==> config.mk <==
export PLATFORM = sky130hd
export DESIGN_NAME = iwd_decoder
export DESIGN_NICKNAME = d
export VERILOG_FILES = /design/src/design/iwd_pkg.sv /design/src/design/iwd_field_split.sv /design/src/design/iwd_decoder.sv
export VERILOG_INCLUDE_DIRS = /design/src /design/src/design
export SDC_FILE = /design/constraint.sdc
export NUM_CORES = 1
export LEC_CHECK = 0
export ABC_AREA = 1
export BUFFER_PORTS_ARGS = -buffer_cell sky130_fd_sc_hd__buf_2
export CAP_MARGIN = 20
export CORE_MARGIN = 2
export CORE_UTILIZATION = 40
export DETAILED_ROUTE_END_ITERATION = 10
export HOLD_SLACK_MARGIN = 0.08
export PLACE_DENSITY = 0.72
export SETUP_SLACK_MARGIN = 0.3
export SLEW_MARGIN = 15
export SYNTH_ARGS = -nofsm -noshare
export SYNTH_HDL_FRONTEND = slang
export SYNTH_SLANG_ARGS = --single-unit
export TNS_END_PERCENT = 10
==> constraint.sdc <==
create_clock -name clk_sys_i -period 3.1 [get_ports clk_sys_i]
set_input_delay 0.155 -clock clk_sys_i [delete_from_list [all_inputs] [get_ports clk_sys_i]]
set_output_delay 0.155 -clock clk_sys_i [all_outputs]
set_load 0.01 [all_outputs]
==> src/design/iwd_cfg.svh <==
`ifndef IWD_CFG_SVH
`define IWD_CFG_SVH

// instruction word geometry
`define IWD_WORD_W        14
`define IWD_FILE_W        7
`define IWD_FILE_MAX      7'h7f
`define IWD_BITPOS_LSB    7
`define IWD_DEST_BIT      7
`define IWD_PTR_SLOT_BIT  6
`define IWD_PTR_SLOT_INC  2
// immediate widths
`define IWD_K8_W          8
`define IWD_K11_W         11
`define IWD_K7_W          7
`define IWD_K5_W          5
`define IWD_K9_W          9
`define IWD_K6_W          6
// timing
`define IWD_OSC_PER_ICYC  4
`define IWD_BASE_CYCLES   2'h1

`endif

==> src/design/iwd_pkg.sv <==
`default_nettype none
package iwd_pkg;

   typedef enum logic [4:0] {
      IWD_OP_NOP        = 5'h00,
      IWD_OP_BYTE       = 5'h01,
      IWD_OP_BYTE_SKIP  = 5'h02,
      IWD_OP_BIT        = 5'h03,
      IWD_OP_BIT_SKIP_C = 5'h04,
      IWD_OP_BIT_SKIP_S = 5'h05,
      IWD_OP_LITERAL    = 5'h06,
      IWD_OP_SUB_JUMP   = 5'h07,
      IWD_OP_ABS_JUMP   = 5'h08,
      IWD_OP_PAGE_LOAD  = 5'h09,
      IWD_OP_BANK_LOAD  = 5'h0a,
      IWD_OP_REL_JUMP   = 5'h0b,
      IWD_OP_PTR_OFFSET = 5'h0c,
      IWD_OP_PTR_STEP   = 5'h0d,
      IWD_OP_CSUB_JUMP  = 5'h0e,
      IWD_OP_SUB_EXIT   = 5'h0f,
      IWD_OP_EXIT_LIT   = 5'h10,
      IWD_OP_INT_EXIT   = 5'h11,
      IWD_OP_ACC_JUMP   = 5'h12,
      IWD_OP_MOVE_W     = 5'h13,
      IWD_OP_CLEAR      = 5'h14,
      IWD_OP_CONTROL    = 5'h15
   } iwd_class_t;

   typedef enum logic [1:0] {
      IWD_ST_IDLE  = 2'b00,
      IWD_ST_READ  = 2'b01,
      IWD_ST_EXTRA = 2'b10,
      IWD_ST_WRITE = 2'b11
   } iwd_state_t;

   typedef struct packed {
      iwd_class_t  op_class;
      logic        uses_file;
      logic        target_sel;
      logic [6:0]  reg_index;
      logic [2:0]  pos_in_octet;
      logic        ptr_slot;
      logic [1:0]  ptr_step;
      logic [10:0] literal;
      logic [1:0]  base_cycles;
      logic        branch_on_skip;
   } iwd_fields_t;

endpackage
`default_nettype wire

==> src/design/iwd_field_split.sv <==
`timescale 1ns/1ps
`default_nettype none
`include "iwd_cfg.svh"

module iwd_field_split
   import iwd_pkg::*;
(
   input  wire logic [13:0] word_i,
   output iwd_fields_t      fields_o
);

   logic [1:0] cls2;
   logic [3:0] op4;

   assign cls2 = word_i[13:12];
   assign op4  = word_i[11:8];

   always_comb begin
      fields_o                = '0;
      fields_o.op_class       = IWD_OP_NOP;
      fields_o.target_sel     = word_i[`IWD_DEST_BIT];
      fields_o.reg_index      = word_i[`IWD_FILE_W-1:0];
      fields_o.pos_in_octet   = word_i[9:`IWD_BITPOS_LSB];
      fields_o.ptr_slot       = word_i[`IWD_PTR_SLOT_BIT];
      fields_o.ptr_step       = word_i[1:0];
      fields_o.base_cycles    = `IWD_BASE_CYCLES;
      case (cls2)
         2'b00: begin
            fields_o.uses_file = 1'b1;
            fields_o.op_class  = IWD_OP_BYTE;
            if (op4 == 4'hb || op4 == 4'hf) begin
               fields_o.op_class       = IWD_OP_BYTE_SKIP;
               fields_o.branch_on_skip = 1'b1;
            end else if (op4 == 4'h1) begin
               fields_o.op_class   = IWD_OP_CLEAR;
               fields_o.uses_file  = word_i[7];
               fields_o.target_sel = word_i[7];
            end else if (op4 == 4'h0) begin
               fields_o.uses_file = 1'b0;
               if (word_i[7]) begin
                  fields_o.op_class   = IWD_OP_MOVE_W;
                  fields_o.uses_file  = 1'b1;
                  fields_o.target_sel = 1'b1;
               end else if (word_i[6:5] == 2'b01) begin
                  fields_o.op_class = IWD_OP_BANK_LOAD;
                  fields_o.literal  = {6'h00, word_i[`IWD_K5_W-1:0]};
               end else if (word_i[6:4] == 3'b001) begin
                  fields_o.op_class = IWD_OP_PTR_STEP;
                  fields_o.ptr_slot = word_i[2];
               end else begin
                  // low bits ignored where unused
                  case (word_i[3:0])
                     4'h8:    fields_o.op_class = IWD_OP_SUB_EXIT;
                     4'h9:    fields_o.op_class = IWD_OP_INT_EXIT;
                     4'ha:    fields_o.op_class = IWD_OP_CSUB_JUMP;
                     4'hb:    fields_o.op_class = IWD_OP_ACC_JUMP;
                     4'h0:    fields_o.op_class = IWD_OP_NOP;
                     default: fields_o.op_class = IWD_OP_CONTROL;
                  endcase
               end
            end
         end
         2'b01: begin
            fields_o.uses_file = 1'b1;
            case (op4[3:2])
               2'b10: begin
                  fields_o.op_class       = IWD_OP_BIT_SKIP_C;
                  fields_o.branch_on_skip = 1'b1;
               end
               2'b11: begin
                  fields_o.op_class       = IWD_OP_BIT_SKIP_S;
                  fields_o.branch_on_skip = 1'b1;
               end
               default: fields_o.op_class = IWD_OP_BIT;
            endcase
         end
         2'b10: begin
            fields_o.literal  = word_i[`IWD_K11_W-1:0];
            fields_o.op_class = word_i[11] ? IWD_OP_ABS_JUMP : IWD_OP_SUB_JUMP;
         end
         default: begin
            fields_o.literal  = {3'h0, word_i[`IWD_K8_W-1:0]};
            fields_o.op_class = IWD_OP_LITERAL;
            if (op4[3:2] == 2'b01) begin
               fields_o.op_class = IWD_OP_EXIT_LIT;
            end else if (op4 == 4'h1 && word_i[7]) begin
               fields_o.op_class = IWD_OP_PAGE_LOAD;
               fields_o.literal  = {4'h0, word_i[`IWD_K7_W-1:0]};
            end else if (op4[3:1] == 3'b001) begin
               fields_o.op_class = IWD_OP_REL_JUMP;
               fields_o.literal  = {2'h0, word_i[`IWD_K9_W-1:0]};
            end else if (op4 == 4'h1) begin
               fields_o.op_class = IWD_OP_PTR_OFFSET;
               fields_o.literal  = {5'h00, word_i[`IWD_K6_W-1:0]};
            end
         end
      endcase
      // unused file index and pointer step dropped so their don't-care bits never show
      if (!fields_o.uses_file) begin
         fields_o.reg_index = '0;
      end
      if (fields_o.op_class != IWD_OP_PTR_STEP) begin
         fields_o.ptr_step = 2'b00;
      end
      case (fields_o.op_class)
         IWD_OP_SUB_JUMP, IWD_OP_CSUB_JUMP, IWD_OP_SUB_EXIT, IWD_OP_EXIT_LIT,
         IWD_OP_INT_EXIT, IWD_OP_ABS_JUMP, IWD_OP_REL_JUMP, IWD_OP_ACC_JUMP:
            fields_o.base_cycles = 2'h2;
         default: fields_o.base_cycles = `IWD_BASE_CYCLES;
      endcase
   end

endmodule

`default_nettype wire

==> src/design/iwd_decoder.sv <==
`timescale 1ns/1ps
`default_nettype none
`include "iwd_cfg.svh"

// Overview of operation
// - one 14-bit word holds opcode and operands
// - one instruction cycle unless listed otherwise
// - subroutine jumps take two cycles
// - returns take two cycles
// - jumps two cycles, skips two when taken
// - indirect access into program memory adds one
// - instruction cycle is four oscillator cycles
// - file operand read, modified, stored
// - file register read even if only written
// - file address spans 0x00 to 0x7f
// - bit field picks one of eight
// - ignored bits never change op class, file index or step field
// - byte ops: target 0 accumulator, 1 file register
// - pointer slot picks pointer 0 or 1
// - step field picks pre/post inc/dec
// - 7-bit file address in low bits
// - pointer offset: slot bit 6, offset 5..0
module iwd_decoder
   import iwd_pkg::*;
#(
   parameter int WORD_W = `IWD_WORD_W
)(
   input  wire logic              clk_sys_i,
   input  wire logic              arst_n_i,
   input  wire logic              word_valid_i,
   input  wire logic [WORD_W-1:0] word_i,
   input  wire logic              indirect_i,
   input  wire logic              ptr_in_prog_i,
   input  wire logic              skip_taken_i,
   input  wire logic [7:0]        file_rdata_i,
   input  wire logic [7:0]        result_i,
   output logic                   word_ready_o,
   output logic                   icyc_stb_o,
   output iwd_fields_t            fields_o,
   output logic                   file_rd_o,
   output logic                   file_wr_o,
   output logic                   acc_wr_o,
   output logic [6:0]             file_addr_o,
   output logic [7:0]             operand_o,
   output logic [7:0]             wdata_o,
   output logic                   busy_o,
   output logic                   done_o
);

   iwd_fields_t fields_w;
   iwd_state_t  state_q;
   iwd_state_t  state_d;
   logic [1:0]  osc_q;
   logic        icyc_stb;
   logic [1:0]  extra_q;
   logic        accept;
   logic        final_cyc;

   iwd_field_split u_split (
      .word_i   (word_i[13:0]),
      .fields_o (fields_w)
   );

   // instruction cycle enable from oscillator divider
   always_ff @(posedge clk_sys_i or negedge arst_n_i) begin
      if (!arst_n_i) begin
         osc_q <= 2'h0;
      end else begin
         osc_q <= (osc_q == 2'(`IWD_OSC_PER_ICYC - 1)) ? 2'h0 : osc_q + 2'h1;
      end
   end

   assign icyc_stb   = (osc_q == 2'(`IWD_OSC_PER_ICYC - 1));
   assign icyc_stb_o = icyc_stb;
   assign accept     = icyc_stb && word_valid_i && (state_q == IWD_ST_IDLE);
   assign word_ready_o = icyc_stb && (state_q == IWD_ST_IDLE);
   assign final_cyc  = icyc_stb && (extra_q == 2'h0)
                       && (state_q == IWD_ST_READ || state_q == IWD_ST_EXTRA);
   assign busy_o     = (state_q != IWD_ST_IDLE);

   always_comb begin
      state_d = state_q;
      case (state_q)
         IWD_ST_IDLE:  if (accept) state_d = IWD_ST_READ;
         IWD_ST_READ:  if (icyc_stb) state_d = (extra_q == 2'h0
                                                && !(fields_o.branch_on_skip && skip_taken_i))
                                               ? IWD_ST_WRITE : IWD_ST_EXTRA;
         IWD_ST_EXTRA: if (final_cyc) state_d = IWD_ST_WRITE;
         IWD_ST_WRITE: state_d = IWD_ST_IDLE;
         default:      state_d = IWD_ST_IDLE;
      endcase
   end

   always_ff @(posedge clk_sys_i or negedge arst_n_i) begin
      if (!arst_n_i) begin
         state_q <= IWD_ST_IDLE;
      end else begin
         state_q <= state_d;
      end
   end

   // captured fields for the whole instruction
   always_ff @(posedge clk_sys_i or negedge arst_n_i) begin
      if (!arst_n_i) begin
         fields_o    <= '0;
         file_addr_o <= 7'h00;
      end else if (accept) begin
         fields_o    <= fields_w;
         file_addr_o <= fields_w.reg_index & `IWD_FILE_MAX;
      end
   end

   // remaining instruction cycles beyond the first
   always_ff @(posedge clk_sys_i or negedge arst_n_i) begin
      if (!arst_n_i) begin
         extra_q <= 2'h0;
      end else if (accept) begin
         extra_q <= fields_w.base_cycles - 2'h1
                    + ((fields_w.uses_file && indirect_i && ptr_in_prog_i)
                       ? 2'h1 : 2'h0);
      end else if (state_q == IWD_ST_READ && icyc_stb) begin
         extra_q <= ((fields_o.branch_on_skip && skip_taken_i)
                     ? extra_q + 2'h1 : extra_q) - ((extra_q != 2'h0 ||
                     (fields_o.branch_on_skip && skip_taken_i)) ? 2'h1 : 2'h0);
      end else if (state_q == IWD_ST_EXTRA && icyc_stb && extra_q != 2'h0) begin
         extra_q <= extra_q - 2'h1;
      end
   end

   // read phase of read-modify-write
   always_ff @(posedge clk_sys_i or negedge arst_n_i) begin
      if (!arst_n_i) begin
         file_rd_o <= 1'b0;
         operand_o <= 8'h00;
      end else begin
         file_rd_o <= accept && fields_w.uses_file;
         if (file_rd_o) begin
            operand_o <= file_rdata_i;
         end
      end
   end

   // write phase, steered by target_sel for byte ops only
   always_ff @(posedge clk_sys_i or negedge arst_n_i) begin
      if (!arst_n_i) begin
         file_wr_o <= 1'b0;
         acc_wr_o  <= 1'b0;
         wdata_o   <= 8'h00;
         done_o    <= 1'b0;
      end else begin
         done_o    <= (state_d == IWD_ST_WRITE) && (state_q != IWD_ST_WRITE);
         file_wr_o <= 1'b0;
         acc_wr_o  <= 1'b0;
         if ((state_d == IWD_ST_WRITE) && (state_q != IWD_ST_WRITE)
             && fields_o.uses_file) begin
            wdata_o <= result_i;
            case (fields_o.op_class)
               IWD_OP_BYTE_SKIP, IWD_OP_BYTE: begin
                  file_wr_o <= fields_o.target_sel;
                  acc_wr_o  <= ~fields_o.target_sel;
               end
               IWD_OP_BIT, IWD_OP_MOVE_W, IWD_OP_CLEAR:
                  file_wr_o <= 1'b1;
               default: begin
                  file_wr_o <= 1'b0;
                  acc_wr_o  <= 1'b0;
               end
            endcase
         end
      end
   end

endmodule

`default_nettype wire

==> run summary <==
vias in the first global route -> 2715
EDFF count, synth -> 0
Compound-Gate Fraction of Synth Area -> 12.3%
top_reg_cell synth -> dfrtp_1
Core Footprint -> 7650 sq um
top-level I/O count -> 100
P_sw -> 1.18 mW
total vias in the final route -> 2765
Final Util -> 52.2%
nets -> 516
Layout area overhead -> 27.8%
clock network fraction of total power -> 18.8%
Comb pwr share -> 40.7%
ANT cells -> 0
XOR/XNOR share of the synthesized area -> 0.561%
die area -> 8520 sq um
CTS tree -> built
Req. time, crit path -> 3310 ps
cell area after synthesis -> 3120 sq um
largest family of logic cells by synthesized area -> simple AND/OR/NAND/NOR gates
crit path DAT -> 2760 ps
kind of critical path -> reg -> reg
# H-tree levels -> 3
minimum clock period -> 2550 ps
Clock Pin Slew Worst Setup and Hold Paths -> 70 ps
CP cell instances -> inv_1 -> ha_1 -> nand2_1 -> inv_2 -> nand2_4 -> inv_4 -> o21ai_1 -> o31ai_1 -> inv_2 -> nand2_2 -> nor2_4 -> nand2_4 -> mux2_4
clock buffer depth -> 2
post-synthesis mux area share -> 6.74%
post-route ant nets -> 0
Slowest cell on crit path -> dfrtp_1
P_int -> 1.98 mW
Startpoint Class -> register
DRT iter0 DRCs -> 103
synthesized area per cell -> 8.84 sq um
RSZ-0062 raised after global routing -> no
setup TNS -> 0 ps
CP max stage delay -> 380 ps
Synth Area in Simple Gates -> 19.8%
status -> complete, no violations
Total GRT Usage -> 18.3%
HPWL after detailed placement -> 5590 microns
WL/cell -> 13.3 microns
FMAX -> 0.392 GHz
Seq pwr share -> 40.5%
Seq/Total Area, Yosys -> 47.3%
clk_lat worst skew -> 330 ps
CTS Root Cell -> clkbuf_8
layout cell share with drive strength beyond 1 -> 31.0%
Residual DRC -> 0
HP Class -> in -> reg
Synth Area in Adders -> 5.21%
Synth Instances -> 353
max cap viols -> 0
syn nets -> 402
DRT Wirelength -> 7640 microns
Final period util -> 82.2%
max_slew headroom -> 61.1%
async set-reset flop share out of synthesis -> 100%
TritonRoute pass-1 iters -> 5
post-synthesis register bit count -> 59
skew final -> 10.4 ps
Setup crit end kind -> register
Vias per Instance -> 4.83
row count -> 32
# clock sinks -> 59
CTS Buf Count -> 9
final setup violation count -> 0
width of the die -> 92.3 microns
Yosys cell types -> 35
Least-Margin Pin Slew -> 580 ps
critical path fanouts, max -> 45
Slew Limit Fails -> 0
switching share of power -> 37.3%
Leak -> 2.17 nW
initial antenna violation count -> 0
synth warn -> 0
Port Buffer Count -> 99
GR Overflow Total -> 0
DIE HEIGHT -> 92.3 microns
largest net degree at the start of global routing -> 46
pwr/cell area -> 791 nW/um^2
Final Wtd Congestion -> 0.819
final hold violation count -> 0
maximum VDD drop -> 217 uV
Initial Util -> 40.8%
Min Hold Slack -> 124 ps
first-pass GRT wire length -> 12400 microns
final timing paths:
| check | from | slack (ps) | to | cells past startpoint |
|---|---|---|---|---|
| setup / recovery | state_q[0]$_DFF_PN0_ | 550 | wdata_o[7]$_DFFE_PN0P_ | 13 |
| hold / removal | word_i[9] | 120 | fields_o[19]$_DFFE_PN0P_ | 3 |
| setup reg to reg | state_q[0]$_DFF_PN0_ | 550 | wdata_o[7]$_DFFE_PN0P_ | 13 |
| hold reg to reg | osc_q[0]$_DFF_PN0_ | 440 | osc_q[0]$_DFF_PN0_ | 1 |
| max in group asynchronous | arst_n_i | 1870 | wdata_o[1]$_DFFE_PN0P_ | 3 |
| min in group asynchronous | arst_n_i | 370 | operand_o[0]$_DFFE_PN0P_ | 2 |
Yosys cell counts, types with 6 or more instances:
| cell | number | area, sq um |
|---|---|---|
| nand2_1 | 87 | 327 |
| dfrtp_1 | 59 | 1480 |
| inv_1 | 35 | 131 |
| o21ai_0 | 32 | 160 |
| nor2_1 | 25 | 93.8 |
| nand3_1 | 15 | 75.1 |
| ha_1 | 13 | 163 |
| a21oi_1 | 9 | 45.0 |
| buf_4 | 8 | 60.1 |
| mux2_2 | 8 | 90.1 |
| mux2_4 | 8 | 120 |
| o31ai_1 | 8 | 60.1 |
| a31oi_1 | 6 | 37.5 |
power groups by stage:
stage | clock network (mW) | logic (mW) | registers (mW)
after floorplan | 0 | 0.700 | 1.40
after global placement | 0 | 1.24 | 1.28
after detailed placement | 0 | 1.28 | 1.29
after CTS | 0.604 | 1.30 | 1.28
after global routing | 0.636 | 1.44 | 1.31
final | 0.594 | 1.28 | 1.28
cell families (layout without fill, tap and decap cells):
logic type / count (synthesis) / after routing
muxes: 16 / 16
xor gates and xnor gates: 2 / 2
adders and majority gates: 13 / 13
DFF: 59 / 59
buffers and inverters: 55 / 173
and+or+nand+nor: 143 / 143
AOI/OAI and AO/OA: 65 / 65
per-layer routing:
metal,wire (microns),track usage [%],vias up
met5,0,0,-
met3,357,2.52,14
met2,3740,31.3,75
li1,-,-,1377
met1,3380,23.1,1299
met4,164,8.33,0
cell type report:
type,count,area (sq um)
flip-flops and latches,59,1480
repair buffers,117,673
clock inverters,3,15.0
fillers,743,3660
well taps,102,128
clock buffers,12,145
multi-input cells,239,1400
inverters,41,156
flip-flops by register name, summed over array words and instances (netlist names), 2 cells and up:
signal       count
extra_q          2
fields_o        26
file_addr_o      7
operand_o        8
osc_q            2
state_q          2
wdata_o          8
stage by stage:
stage | std cells | total power [mW] | setup slack [ps] | cell area, sq um
floorplan | 353 | 2.10 | 1060 | 3120
global placement | 541 | 2.52 | 605 | 3660
detailed placement | 541 | 2.57 | 572 | 3660
CTS | 573 | 3.18 | 548 | 3990
global route | 573 | 3.39 | 357 | 3990
finish | 573 | 3.16 | 551 | 3990
critical path, delay by kind of cell, from the launching register on:
kind | cells | cell delay [ps]
multiplexers | 1 | 320
AO/OA/AOI/OAI | 2 | 270
buffers and inverters | 4 | 450
AND/OR/NAND/NOR | 5 | 750
flip-flops | 1 | 380
adder cells (fa/ha/maj) | 1 | 240
timing repair:
item                                   in CTS  in global routing
setup buffers                               0                  0
gates resized for setup                     0                  0
endpoints found under the hold margin      41                  0
hold buffers                               17                  0
placed cells by master, fill, tap and decap left out, types with 9 or more instances in the layout:
cell type,n
buf_2,99
nand2_1,87
dfrtp_1,59
inv_1,35
o21ai_0,32
nor2_1,25
dlygate4sd3_1,17
nand3_1,15
ha_1,13
clkbuf_8,10
a21oi_1,9
No activity file was read; power rests on OpenSTA's default activity.
